--- src/include/ivp_defs.svh ---
`ifndef IVP_DEFS_SVH
`define IVP_DEFS_SVH

// ==========================================================
// Register indices (byte address is four times the index)
`define IVP_CTRL_IDX    6'h35
`define IVP_STAT_IDX    6'h36

// ==========================================================
// Control register fields and reset value
`define IVP_VCE_BIT     0
`define IVP_VSEL_BIT    1
`define IVP_PUD_BIT     4
`define IVP_CTRL_RST    8'h00

// ==========================================================
// Status register fields
`define IVP_ST_BLOCK    0
`define IVP_ST_FUSE     1
`define IVP_ST_SIZE_LO  2
`define IVP_ST_CNT_LO   4
`define IVP_ST_IRQ_EN   7

// ==========================================================
// Timing and vector table
`define IVP_CHG_CYCLES  3'h4
`define IVP_VEC_COUNT   5'h1a
`define IVP_RESET_ADDR  13'h0000

`endif

--- src/include/ivp_pkg.sv ---
package ivp_pkg;

  typedef enum logic [1:0] {
    SEQ_IDLE,
    SEQ_ARMED,
    SEQ_HOLD
  } ivp_seq_t;

  typedef logic [12:0] ivp_addr_t;

endpackage

--- src/include/ivp_ctrl_if.sv ---
`timescale 1ns/1ps

interface ivp_ctrl_if;
  logic              vector_select_bit;
  logic              seq_block;
  ivp_pkg::ivp_addr_t boot_start;

  modport ctrl (
    output vector_select_bit,
    output seq_block,
    output boot_start
  );
  modport vec (
    input vector_select_bit,
    input boot_start
  );
  modport gate (
    input vector_select_bit,
    input seq_block
  );
endinterface

--- src/rtl/ivp_top.sv ---
`timescale 1ns/1ps
`include "ivp_defs.svh"

// Function
// Reset starts at address zero by default
// Twenty-six vectors, two words apart
// Programmed boot fuse moves reset vector
// Select bit adds boot start to vectors
// Fuse and select bit act independently
// Boot start comes from boot-size fuses
// Software arms enable, then writes select
// Enable clears after four cycles or write
// Interrupts blocked during the change sequence
// Global interrupt enable left untouched
// App lock blocks interrupts outside boot
// Boot lock blocks interrupts inside boot
// Smallest variant has no select bit
// Unarmed select write is ignored
module ivp_top #(
  parameter logic        HAS_VSEL    = 1'b1,
  parameter logic [12:0] BOOT_START0 = 13'h1c00,
  parameter logic [12:0] BOOT_START1 = 13'h1e00,
  parameter logic [12:0] BOOT_START2 = 13'h1f00,
  parameter logic [12:0] BOOT_START3 = 13'h1f80
) (
  input  wire logic               pclk,
  input  wire logic               presetn,
  input  wire logic               psel,
  input  wire logic               penable,
  input  wire logic               pwrite,
  input  wire logic [7:0]         paddr,
  input  wire logic [31:0]        pwdata,
  output logic      [31:0]        prdata,
  output logic                    pready,
  output logic                    pslverr,
  input  wire logic               boot_reset_fuse,
  input  wire logic [1:0]         boot_size_fuses,
  input  wire logic               app_side_lock_bit,
  input  wire logic               boot_side_lock_bit,
  input  wire logic               exec_in_boot,
  input  wire logic               instr_done,
  input  wire logic               global_ie,
  input  wire logic [4:0]         vec_index,
  output ivp_pkg::ivp_addr_t      reset_vector,
  output ivp_pkg::ivp_addr_t      vector_addr,
  output logic                    vec_bad,
  output logic                    irq_enable,
  output logic                    pullup_disable
);

  ivp_ctrl_if ctl ();

  ivp_pkg::ivp_seq_t seq_state;
  logic [2:0]        chg_cnt;
  logic              vector_select_bit;
  logic              vector_change_enable;
  ivp_pkg::ivp_addr_t boot_start;

  logic hit_ctrl;
  logic hit_stat;
  logic setup;
  logic wr_xfer;
  logic ctrl_wr;
  logic wr_ce;
  logic wr_sel;
  logic [7:0] ctrl_rd;
  logic [7:0] stat_rd;

  // Reset image of the control register, taken bit by bit
  localparam logic [7:0] CTRL_RST = `IVP_CTRL_RST;

  // ==========================================================
  // APB decode
  assign hit_ctrl = (paddr[7:2] == `IVP_CTRL_IDX) && (paddr[1:0] == 2'b00);
  assign hit_stat = (paddr[7:2] == `IVP_STAT_IDX) && (paddr[1:0] == 2'b00);
  assign setup    = psel && !penable;
  assign wr_xfer  = psel && penable && pready && pwrite;
  assign ctrl_wr  = wr_xfer && hit_ctrl;
  assign wr_ce    = pwdata[`IVP_VCE_BIT];
  assign wr_sel   = pwdata[`IVP_VSEL_BIT];

  assign vector_change_enable = (seq_state == ivp_pkg::SEQ_ARMED);

  assign ctrl_rd = {3'h0, pullup_disable, 2'h0, vector_select_bit,
                    vector_change_enable};
  assign stat_rd = {irq_enable, chg_cnt, boot_size_fuses,
                    boot_reset_fuse, ctl.seq_block};

  // Answer in the first access cycle: one setup, one access
  always_ff @(posedge pclk or negedge presetn) begin
    if (!presetn) begin
      pready <= 1'b0;
    end else begin
      pready <= setup;
    end
  end

  // Data sampled at setup; address and direction stay put
  always_ff @(posedge pclk or negedge presetn) begin
    if (!presetn) begin
      prdata <= 32'h0000_0000;
    end else if (setup) begin
      if (pwrite) begin
        prdata <= 32'h0000_0000;
      end else if (hit_ctrl) begin
        prdata <= {24'h00_0000, ctrl_rd};
      end else if (hit_stat) begin
        prdata <= {24'h00_0000, stat_rd};
      end else begin
        prdata <= 32'h0000_0000;
      end
    end
  end

  // Error stands only in the access cycle, beside pready
  always_ff @(posedge pclk or negedge presetn) begin
    if (!presetn) begin
      pslverr <= 1'b0;
    end else begin
      pslverr <= setup && !(hit_ctrl || hit_stat);
    end
  end

  // ==========================================================
  // Plain control bits
  always_ff @(posedge pclk or negedge presetn) begin
    if (!presetn) begin
      pullup_disable <= CTRL_RST[`IVP_PUD_BIT];
    end else if (ctrl_wr) begin
      pullup_disable <= pwdata[`IVP_PUD_BIT];
    end
  end

  // Fuses are static, a register keeps the adder off their pins
  always_ff @(posedge pclk or negedge presetn) begin
    if (!presetn) begin
      boot_start <= 13'h0000;
    end else begin
      unique case (boot_size_fuses)
        2'h0: boot_start <= BOOT_START0;
        2'h1: boot_start <= BOOT_START1;
        2'h2: boot_start <= BOOT_START2;
        2'h3: boot_start <= BOOT_START3;
      endcase
    end
  end

  // ==========================================================
  // Timed change sequence
  // A second arm while armed is ignored so the window never stretches
  always_ff @(posedge pclk or negedge presetn) begin
    if (!presetn) begin
      seq_state <= ivp_pkg::SEQ_IDLE;
    end else begin
      unique case (seq_state)
        ivp_pkg::SEQ_IDLE, ivp_pkg::SEQ_HOLD: begin
          if (ctrl_wr && wr_ce) begin
            seq_state <= ivp_pkg::SEQ_ARMED;
          end else if (seq_state == ivp_pkg::SEQ_HOLD && instr_done) begin
            seq_state <= ivp_pkg::SEQ_IDLE;
          end
        end
        ivp_pkg::SEQ_ARMED: begin
          if (ctrl_wr && !wr_ce) begin
            seq_state <= ivp_pkg::SEQ_HOLD;
          end else if (chg_cnt == 3'h1) begin
            seq_state <= ivp_pkg::SEQ_IDLE;
          end
        end
      endcase
    end
  end

  // Window counter runs only while armed and rests at zero otherwise
  // Its value is visible in status, so it must not drift when idle
  always_ff @(posedge pclk or negedge presetn) begin
    if (!presetn) begin
      chg_cnt <= 3'h0;
    end else if (seq_state != ivp_pkg::SEQ_ARMED) begin
      if (ctrl_wr && wr_ce) begin
        chg_cnt <= `IVP_CHG_CYCLES;
      end
    end else if (ctrl_wr && !wr_ce) begin
      chg_cnt <= 3'h0;
    end else begin
      chg_cnt <= chg_cnt - 3'h1;
    end
  end

  always_ff @(posedge pclk or negedge presetn) begin
    if (!presetn) begin
      vector_select_bit <= 1'b0;
    end else if (HAS_VSEL && ctrl_wr && !wr_ce
                 && vector_change_enable) begin
      vector_select_bit <= wr_sel;
    end
  end

  assign ctl.vector_select_bit = vector_select_bit;
  assign ctl.seq_block         = (seq_state != ivp_pkg::SEQ_IDLE);
  assign ctl.boot_start        = boot_start;

  // ==========================================================
  // Submodules
  ivp_vec_gen u_vec (
    .pclk            (pclk),
    .presetn         (presetn),
    .ctl             (ctl.vec),
    .boot_reset_fuse (boot_reset_fuse),
    .vec_index       (vec_index),
    .reset_vector    (reset_vector),
    .vector_addr     (vector_addr),
    .vec_bad         (vec_bad)
  );

  ivp_irq_gate u_gate (
    .pclk               (pclk),
    .presetn            (presetn),
    .ctl                (ctl.gate),
    .app_side_lock_bit  (app_side_lock_bit),
    .boot_side_lock_bit (boot_side_lock_bit),
    .exec_in_boot       (exec_in_boot),
    .global_ie          (global_ie),
    .irq_enable         (irq_enable)
  );
endmodule

--- src/rtl/ivp_vec_gen.sv ---
`timescale 1ns/1ps
`include "ivp_defs.svh"

module ivp_vec_gen (
  input  wire logic               pclk,
  input  wire logic               presetn,
  ivp_ctrl_if.vec                 ctl,
  input  wire logic               boot_reset_fuse,
  input  wire logic [4:0]         vec_index,
  output ivp_pkg::ivp_addr_t      reset_vector,
  output ivp_pkg::ivp_addr_t      vector_addr,
  output logic                    vec_bad
);

  ivp_pkg::ivp_addr_t next_reset;
  ivp_pkg::ivp_addr_t table_base;
  ivp_pkg::ivp_addr_t slot_offset;

  // ==========================================================
  // Address forming
  // Fuse programmed reads as zero
  assign next_reset  = boot_reset_fuse ? `IVP_RESET_ADDR
                                       : ctl.boot_start;
  assign table_base  = ctl.vector_select_bit ? ctl.boot_start
                                             : `IVP_RESET_ADDR;
  // Two program words per slot
  assign slot_offset = {7'h00, vec_index, 1'b0};

  always_ff @(posedge pclk or negedge presetn) begin
    if (!presetn) begin
      reset_vector <= 13'h0000;
    end else begin
      reset_vector <= next_reset;
    end
  end

  always_ff @(posedge pclk or negedge presetn) begin
    if (!presetn) begin
      vector_addr <= 13'h0000;
      vec_bad     <= 1'b0;
    end else begin
      // Slot zero is the reset entry, it follows the fuse only
      if (vec_index == 5'h00) begin
        vector_addr <= next_reset;
      end else begin
        vector_addr <= table_base + slot_offset;
      end
      vec_bad <= (vec_index >= `IVP_VEC_COUNT);
    end
  end
endmodule

--- src/rtl/ivp_irq_gate.sv ---
`timescale 1ns/1ps

module ivp_irq_gate (
  input  wire logic pclk,
  input  wire logic presetn,
  ivp_ctrl_if.gate  ctl,
  input  wire logic app_side_lock_bit,
  input  wire logic boot_side_lock_bit,
  input  wire logic exec_in_boot,
  input  wire logic global_ie,
  output logic      irq_enable
);

  logic app_lock_block;
  logic boot_lock_block;

  // ==========================================================
  // Lock bits are programmed when zero
  assign app_lock_block  = ctl.vector_select_bit && !app_side_lock_bit
                           && !exec_in_boot;
  assign boot_lock_block = !ctl.vector_select_bit && !boot_side_lock_bit
                           && exec_in_boot;

  // Global enable is only read, never written back
  always_ff @(posedge pclk or negedge presetn) begin
    if (!presetn) begin
      irq_enable <= 1'b0;
    end else begin
      irq_enable <= global_ie && !ctl.seq_block
                    && !app_lock_block && !boot_lock_block;
    end
  end
endmodule

--- config.mk ---
export PLATFORM = sky130hd
export DESIGN_NAME = ivp_top
export DESIGN_NICKNAME = d
export VERILOG_FILES = /design/src/include/ivp_pkg.sv /design/src/include/ivp_ctrl_if.sv /design/src/rtl/ivp_top.sv /design/src/rtl/ivp_vec_gen.sv /design/src/rtl/ivp_irq_gate.sv
export VERILOG_INCLUDE_DIRS = /design/src /design/src/include
export SDC_FILE = /design/constraint.sdc
export NUM_CORES = 1
export LEC_CHECK = 0
export ABC_AREA = 1
export ABC_CLOCK_PERIOD_IN_PS = 1070
export BUFFER_PORTS_ARGS = -buffer_cell sky130_fd_sc_hd__buf_2
export CORE_UTILIZATION = 23
export CTS_CLUSTER_SIZE = 14
export DETAILED_ROUTE_END_ITERATION = 10
export HOLD_SLACK_MARGIN = 0.12
export PLACE_DENSITY = 0.56
export SYNTH_ARGS = -nofsm -noshare
export SYNTH_HDL_FRONTEND = slang
export SYNTH_SLANG_ARGS = --single-unit
--- constraint.sdc ---
create_clock -name pclk -period 1.07 [get_ports pclk]
set_input_delay 0.107 -clock pclk [delete_from_list [all_inputs] [get_ports pclk]]
set_output_delay 0.107 -clock pclk [all_outputs]
set_load 0.1 [all_outputs]
### Yosys cells after proc, flatten, opt, wreduce, memory -nomap -nowiden

Index checks and enable logic that the tools add are counted.
W data, S select, Z words.

| operators by class | value |
|---|---|
| reductions and logical operators | 37 |
| add/sub/neg operators | 2 |
| magnitude comparators | 1 |
| mux-type cells | 15 |
| equality and inequality tests | 12 |

Operator list:

| cell | count |
|---|---|
| $pmux W13 S4 | 1 |
| $mux W13 | 3 |
| $mux W32 | 1 |
| $logic_and A1 B1 Y1 | 19 |
| $mux W8 | 2 |
| $add A13 B6 Y13 | 1 |
| $eq A6 B6 Y1 const B | 2 |
| $logic_not A1 Y1 | 10 |
| $mux W3 | 3 |
| $mux W2 | 4 |
| $eq A2 B2 Y1 const B | 3 |
| $logic_not A2 Y1 | 3 |
| $ge A5 B5 Y1 const B | 1 |
| $logic_not A5 Y1 | 1 |
| $eq A2 B1 Y1 const B | 2 |
| $pmux W2 S2 | 1 |
| $eq A3 B1 Y1 const B | 1 |
| $ne A3 B1 Y1 const B | 1 |
| $ne A3 B3 Y1 const B | 1 |
| $sub A3 B1 Y3 const B | 1 |
| $ne A2 B1 Y1 const B | 1 |
| $ne A2 B2 Y1 const B | 1 |
| $reduce_and A2 Y1 | 1 |
| $reduce_bool A2 Y1 | 1 |
| 2 further kinds | 2 |

| storage, ports and cells | value |
|---|---|
| bits in registers | 82 |
| output and inout bits | 63 |
| word-level logic and storage cells | 79 |
| bits of input ports | 58 |

### Logic depth before layout (Yosys ltp)

| logic depth | value |
|---|---|
| word-level depth | 7 |
| mapped depth | 10 |

### Hierarchy

A second synthesis with hierarchy kept.

| second synthesis, totals | value |
|---|---|
| cell total of the unflattened synthesis | 358 |
| area total of the unflattened synthesis | 2880.3 um^2 |

By module, submodules not included:

| module | instances | cells each | area an instance (um^2) |
|---|---|---|---|
| ivp_vec_gen | 1 | 206 | 1542.7 |
| ivp_top | 1 | 144 | 1275.0 |
| ivp_irq_gate | 1 | 8 | 62.6 |

### Worst setup path before layout

Ideal clock, no wire load.

| path | value |
|---|---|
| kind | flip-flop to flip-flop |
| start point | reg pready |
| end point | reg seq_state[1] |
| setup slack | -651 ps |
| arrival | 1604 ps |
| required time | 953 ps |
| cell stages (with the launch flop) | 10 |
| period minus slack after synthesis | 1721 ps |
| cells stage by stage | dfrtp_1 nand2_2 nor2_4 inv_2 nor2_8 nand2_4 nand2_1 nand2_1 nand2_1 nand2_1 |

| between the ends | value |
|---|---|
| cells in the longest elaborated chain, start to end | 6 |
| elaborated cells between the ends (all ways) | 11 |

RTL lines:

| element | line | source |
|---|---|---|
| start, declared | ivp_top.sv:34 | `output logic pready,` |
| start signal, assigned | ivp_top.sv:94 | `pready <= setup;` |
| $logic_and A1 B1 Y1 * (2 in series) | ivp_top.sv:77 | `assign wr_xfer = psel && penable && pready && pwrite;` |
| $logic_and A1 B1 Y1 * | ivp_top.sv:78 | `assign ctrl_wr = wr_xfer && hit_ctrl;` |
| $logic_and A1 B1 Y1, on equally long branches | ivp_top.sv:164, ivp_top.sv:157 |  |
| $mux W2, or another cell as far along | ivp_top.sv:164 | `if (ctrl_wr && !wr_ce) begin` |
| $pmux W2 S2 / $reduce_and A2 Y1 (equally long branches) | n/a |  |
| end signal, assigned | ivp_top.sv:158 | `seq_state <= ivp_pkg::SEQ_ARMED;` |
| end signal, assigned | ivp_top.sv:165 | `seq_state <= ivp_pkg::SEQ_HOLD;` |
| end signal, assigned | ivp_top.sv:167 | `seq_state <= ivp_pkg::SEQ_IDLE;` |
| end, declared | ivp_top.sv:53 | `ivp_pkg::ivp_seq_t seq_state;` |

Mark *: on every way between the ends. The rest lies on a longest branch, timed or not.
A chain may end at the register's enable or synchronous reset.

### Worst setup path in the final report

| path | value |
|---|---|
| start point | reg pready |
| end point | out pready |

No word-level cell between the ends.

==> flow_summary.json <==
{
  "cts.sinks": 36,
  "ys_seq_area_share_pct": 48.2,
  "intPower_mw": 2.41,
  "clk_latency_ns": 0.29,
  "crit_start": "pready$_DFF_PN0_",
  "cpMaxStageDelayCell": "dfrtp_4",
  "synth_top_cell_area_share_pct": 48.2,
  "grt_max_degree": 25,
  "min_path_type": "in -> reg",
  "fillCellCount": 777,
  "arrival_ns": 1.06,
  "drtAntennaViolNets": 0,
  "leakagePower_nw": 1.46,
  "fin_total_pwr_mw": 3.96,
  "fmax_ghz": 0.856,
  "dp_hpwl_um": 3110,
  "synth_common_cells": "nand2_1, buf_4, dfrtp_1, inv_1, nor2_1",
  "clk_pin_slew_worst_paths_ns": 0.07,
  "via_count": 1457,
  "placementRows": 32,
  "antenna_cells": 0,
  "drcViolationCount": 0,
  "synth.distinct_cells": 29,
  "irDropWorstVdd_mv": 0.513,
  "worst-path-buf-inv": 2,
  "fin_skew_ns": 0.00166,
  "io_buffers": 58,
  "avgViaCountPerCell": 3.76,
  "cts_inserted_buffers": 5,
  "drive_above_1_share_pct": 42.5,
  "p_sw_share_pct": 39.1,
  "slowest_delay_ns": 0.50,
  "start_util_pct": 24.0,
  "yosysMostFrequentCell": "nand2_1",
  "cp_top_family": "flip-flops",
  "path_cells": "buf_6, buf_12",
  "multi_input_area_um2": 731,
  "setup_viol": 13,
  "violations": "negative setup slack",
  "cp.required_ns": 0.96,
  "coreArea_um2": 7810,
  "finalMaxSlewViolations": 0,
  "cts_max_path_buffers": 2,
  "cts_tree": "built",
  "fin_nets": 344,
  "avgSynthCellArea_um2": 9.12,
  "p_switching_mw": 1.55,
  "status": "finished with violations",
  "startpoint_type": "flip-flop",
  "p_comb_share_pct": 32.9,
  "r2r-end": "seq_state[1]$_DFFE_PN0P_",
  "synth.area.top_cells": "dfrtp_1, buf_4, nand2_1",
  "reg2reg_depth": 9,
  "postLayoutCoreUtil_pct": 37.9,
  "hold_viol": 0,
  "first_iter_violations": 29,
  "worstSetupPathType": "reg -> out",
  "grt_antenna_before_repair": 0,
  "die_w_um": 92.2,
  "p_clk_share_pct": 30.1,
  "grt_pass1_wl_um": 6560,
  "wl_per_cell_um": 10.3,
  "synth_area_leader_cell": "dfrtp_1",
  "finalWorstSetupSlack_ns": -0.0986,
  "r2r-start": "pready$_DFF_PN0_",
  "synth-async-reset-ratio_pct": 100,
  "synthFlopType": "dfrtp_1",
  "place.gp.congestion": 0.793,
  "die_h_um": 92.2,
  "synth_area_um2": 1870,
  "fin_setup_tns_ns": -0.523,
  "grt_pass1_vias": 1451,
  "boundaryPins": 121,
  "rsz0062_at_grt": "true",
  "fin_hold_ws_ns": 0.122,
  "seqPwrFrac_pct": 37.0,
  "post-route-period-util_pct": 109,
  "synthCells": 205,
  "syn2layout_area_growth_pct": 58.1,
  "critical_path_peak_fanout": 2,
  "crit_path_end": "pready",
  "reg2reg_slack_ns": -0.09,
  "track_usage_pct": 9.89,
  "firstDrtPassIters": 4,
  "htree_levels": 2,
  "gr-total-overflow": 0,
  "seq_area_um2": 925,
  "die-area_um2": 8500,
  "period_minus_slack_ns": 1.17,
  "yosys_warnings": 0,
  "maxCapViolCount": 0,
  "path_depth": 2,
  "root_buffer": "clkbuf_8",
  "synth-edff-count": 0,
  "p_per_area_nw_per_um2": 1340,
  "synth_seq_cells": 36,
  "totalWireLength_um": 3980,
  "end_kind": "output port"
}
## power groups by stage
stage / clock network [mW] / logic [mW] / registers, mW
6_report: 1.19 / 1.30 / 1.47
5_1_grt: 1.26 / 1.35 / 1.47
4_1_cts: 1.20 / 1.30 / 1.47
3_5_place_dp: 0 / 1.26 / 1.49
3_3_place_gp: 0 / 1.25 / 1.49
2_1_floorplan: 0 / 0.782 / 1.73
## sequential cells by signal (all words and copies together), names as in the netlist
signal and cells:
boot_start 4, chg_cnt 3, ctl.vector_select_bit 1, prdata 8, pready 1, pslverr 1
pullup_disable 1, seq_state 2, u_gate.irq_enable 1, u_vec.reset_vector 4, u_vec.vec_bad 1, u_vec.vector_addr 9
## cells in the final DEF, fill, tap and decap left out, drive strengths merged
cell type    Yosys  layout
nor3             2       2
o211ai           1       1
inv             21      21
and3             1       1
conb             2      34
clkinv           0       1
nor4             1       1
nor2            18      18
clkinvlp         0       1
dfrtp           36      36
a21oi            2       2
buf             38      71
clkbuf           6       5
nand3           10      10
ha               2       2
o21ai           12      12
o31ai            2       2
nand2           47      47
nand4            1       1
dlygate4sd3      0      13
or2              2       2
bufinv           0       1
xor2             1       1
## kinds of logic (layout without fill, tap and decap cells)
family | after synthesis | count (layout) | share of synthesized area (%)
and+or+nand+nor | 82 | 82 | 23.6
buffers and inverters | 65 | 113 | 20.5
DFF | 36 | 36 | 48.2
AOI/OAI and AO/OA | 17 | 17 | 5.48
adders and majority gates | 2 | 2 | 1.34
other | 2 | 34 | 0.401
xor gates and xnor gates | 1 | 1 | 0.468
## worst register-to-register path: stages (launching register included)
cell and delay, ns:
dfrtp_4 0.43, nand2_4 0.05, nor2_4 0.10, inv_2 0.07, nor2_8 0.13, nand2_4 0.07
nand2_1 0.06, nand2_1 0.05, nand2_1 0.05, nand2_1 0.04
## per-layer routing
| metal | share of wire [%] | GRT usage [%] |
|---|---|---|
| met5 | 0 | 0 |
| met3 | 5.7 | 2.57 |
| met1 | 38 | 10.1 |
| met4 | 2.2 | 4.17 |
| met2 | 54 | 18.8 |
## stage by stage
| stage | worst slack [ns] | instance area (µm²) | std cells |
|---|---|---|---|
| CTS | -0.105 | 2930 | 384 |
| finish | -0.0986 | 2960 | 387 |
| detailed placement | -0.0741 | 2670 | 363 |
| global placement | -0.0578 | 2670 | 363 |
| global route | -0.196 | 2960 | 387 |
| floorplan | -0.228 | 2020 | 237 |
## cell type report
cell class	instances	area share [%]
inverters	21	2.66
clock inverters	3	1.44
well taps	102	4.31
multi-input cells	136	24.7
repair buffers	84	33.3
flip-flops and latches	36	31.3
clock buffers	5	2.33
## worst min-delay path by stage
| stage | cells past startpoint | startpoint | slack, ns | to |
|---|---|---|---|---|
| 2_1_floorplan | 0 | presetn | -0.19 | boot_start[11]$_DFF_PN0_ |
| 4_1_cts | 2 | vec_index[3] | 0.12 | u_vec.vec_bad$_DFF_PN0_ |
| 3_3_place_gp | 1 | presetn | 0.03 | pslverr$_DFF_PN0_ |
| 3_5_place_dp | 1 | presetn | 0.03 | pslverr$_DFF_PN0_ |
| 6_report | 3 | app_side_lock_bit | 0.12 | u_gate.irq_enable$_DFF_PN0_ |
| 5_1_grt | 2 | vec_index[3] | 0.13 | u_vec.vec_bad$_DFF_PN0_ |
## repair_timing
item                       in CTS  in global routing
pin swaps                       1                  1
hold buffers                   13                  0
hold endpoints to repair       54                  0
setup endpoints to repair      13                 15
buffers inserted                0                  3
gates resized for setup         5                  1
(Power assumes the default switching activity.)
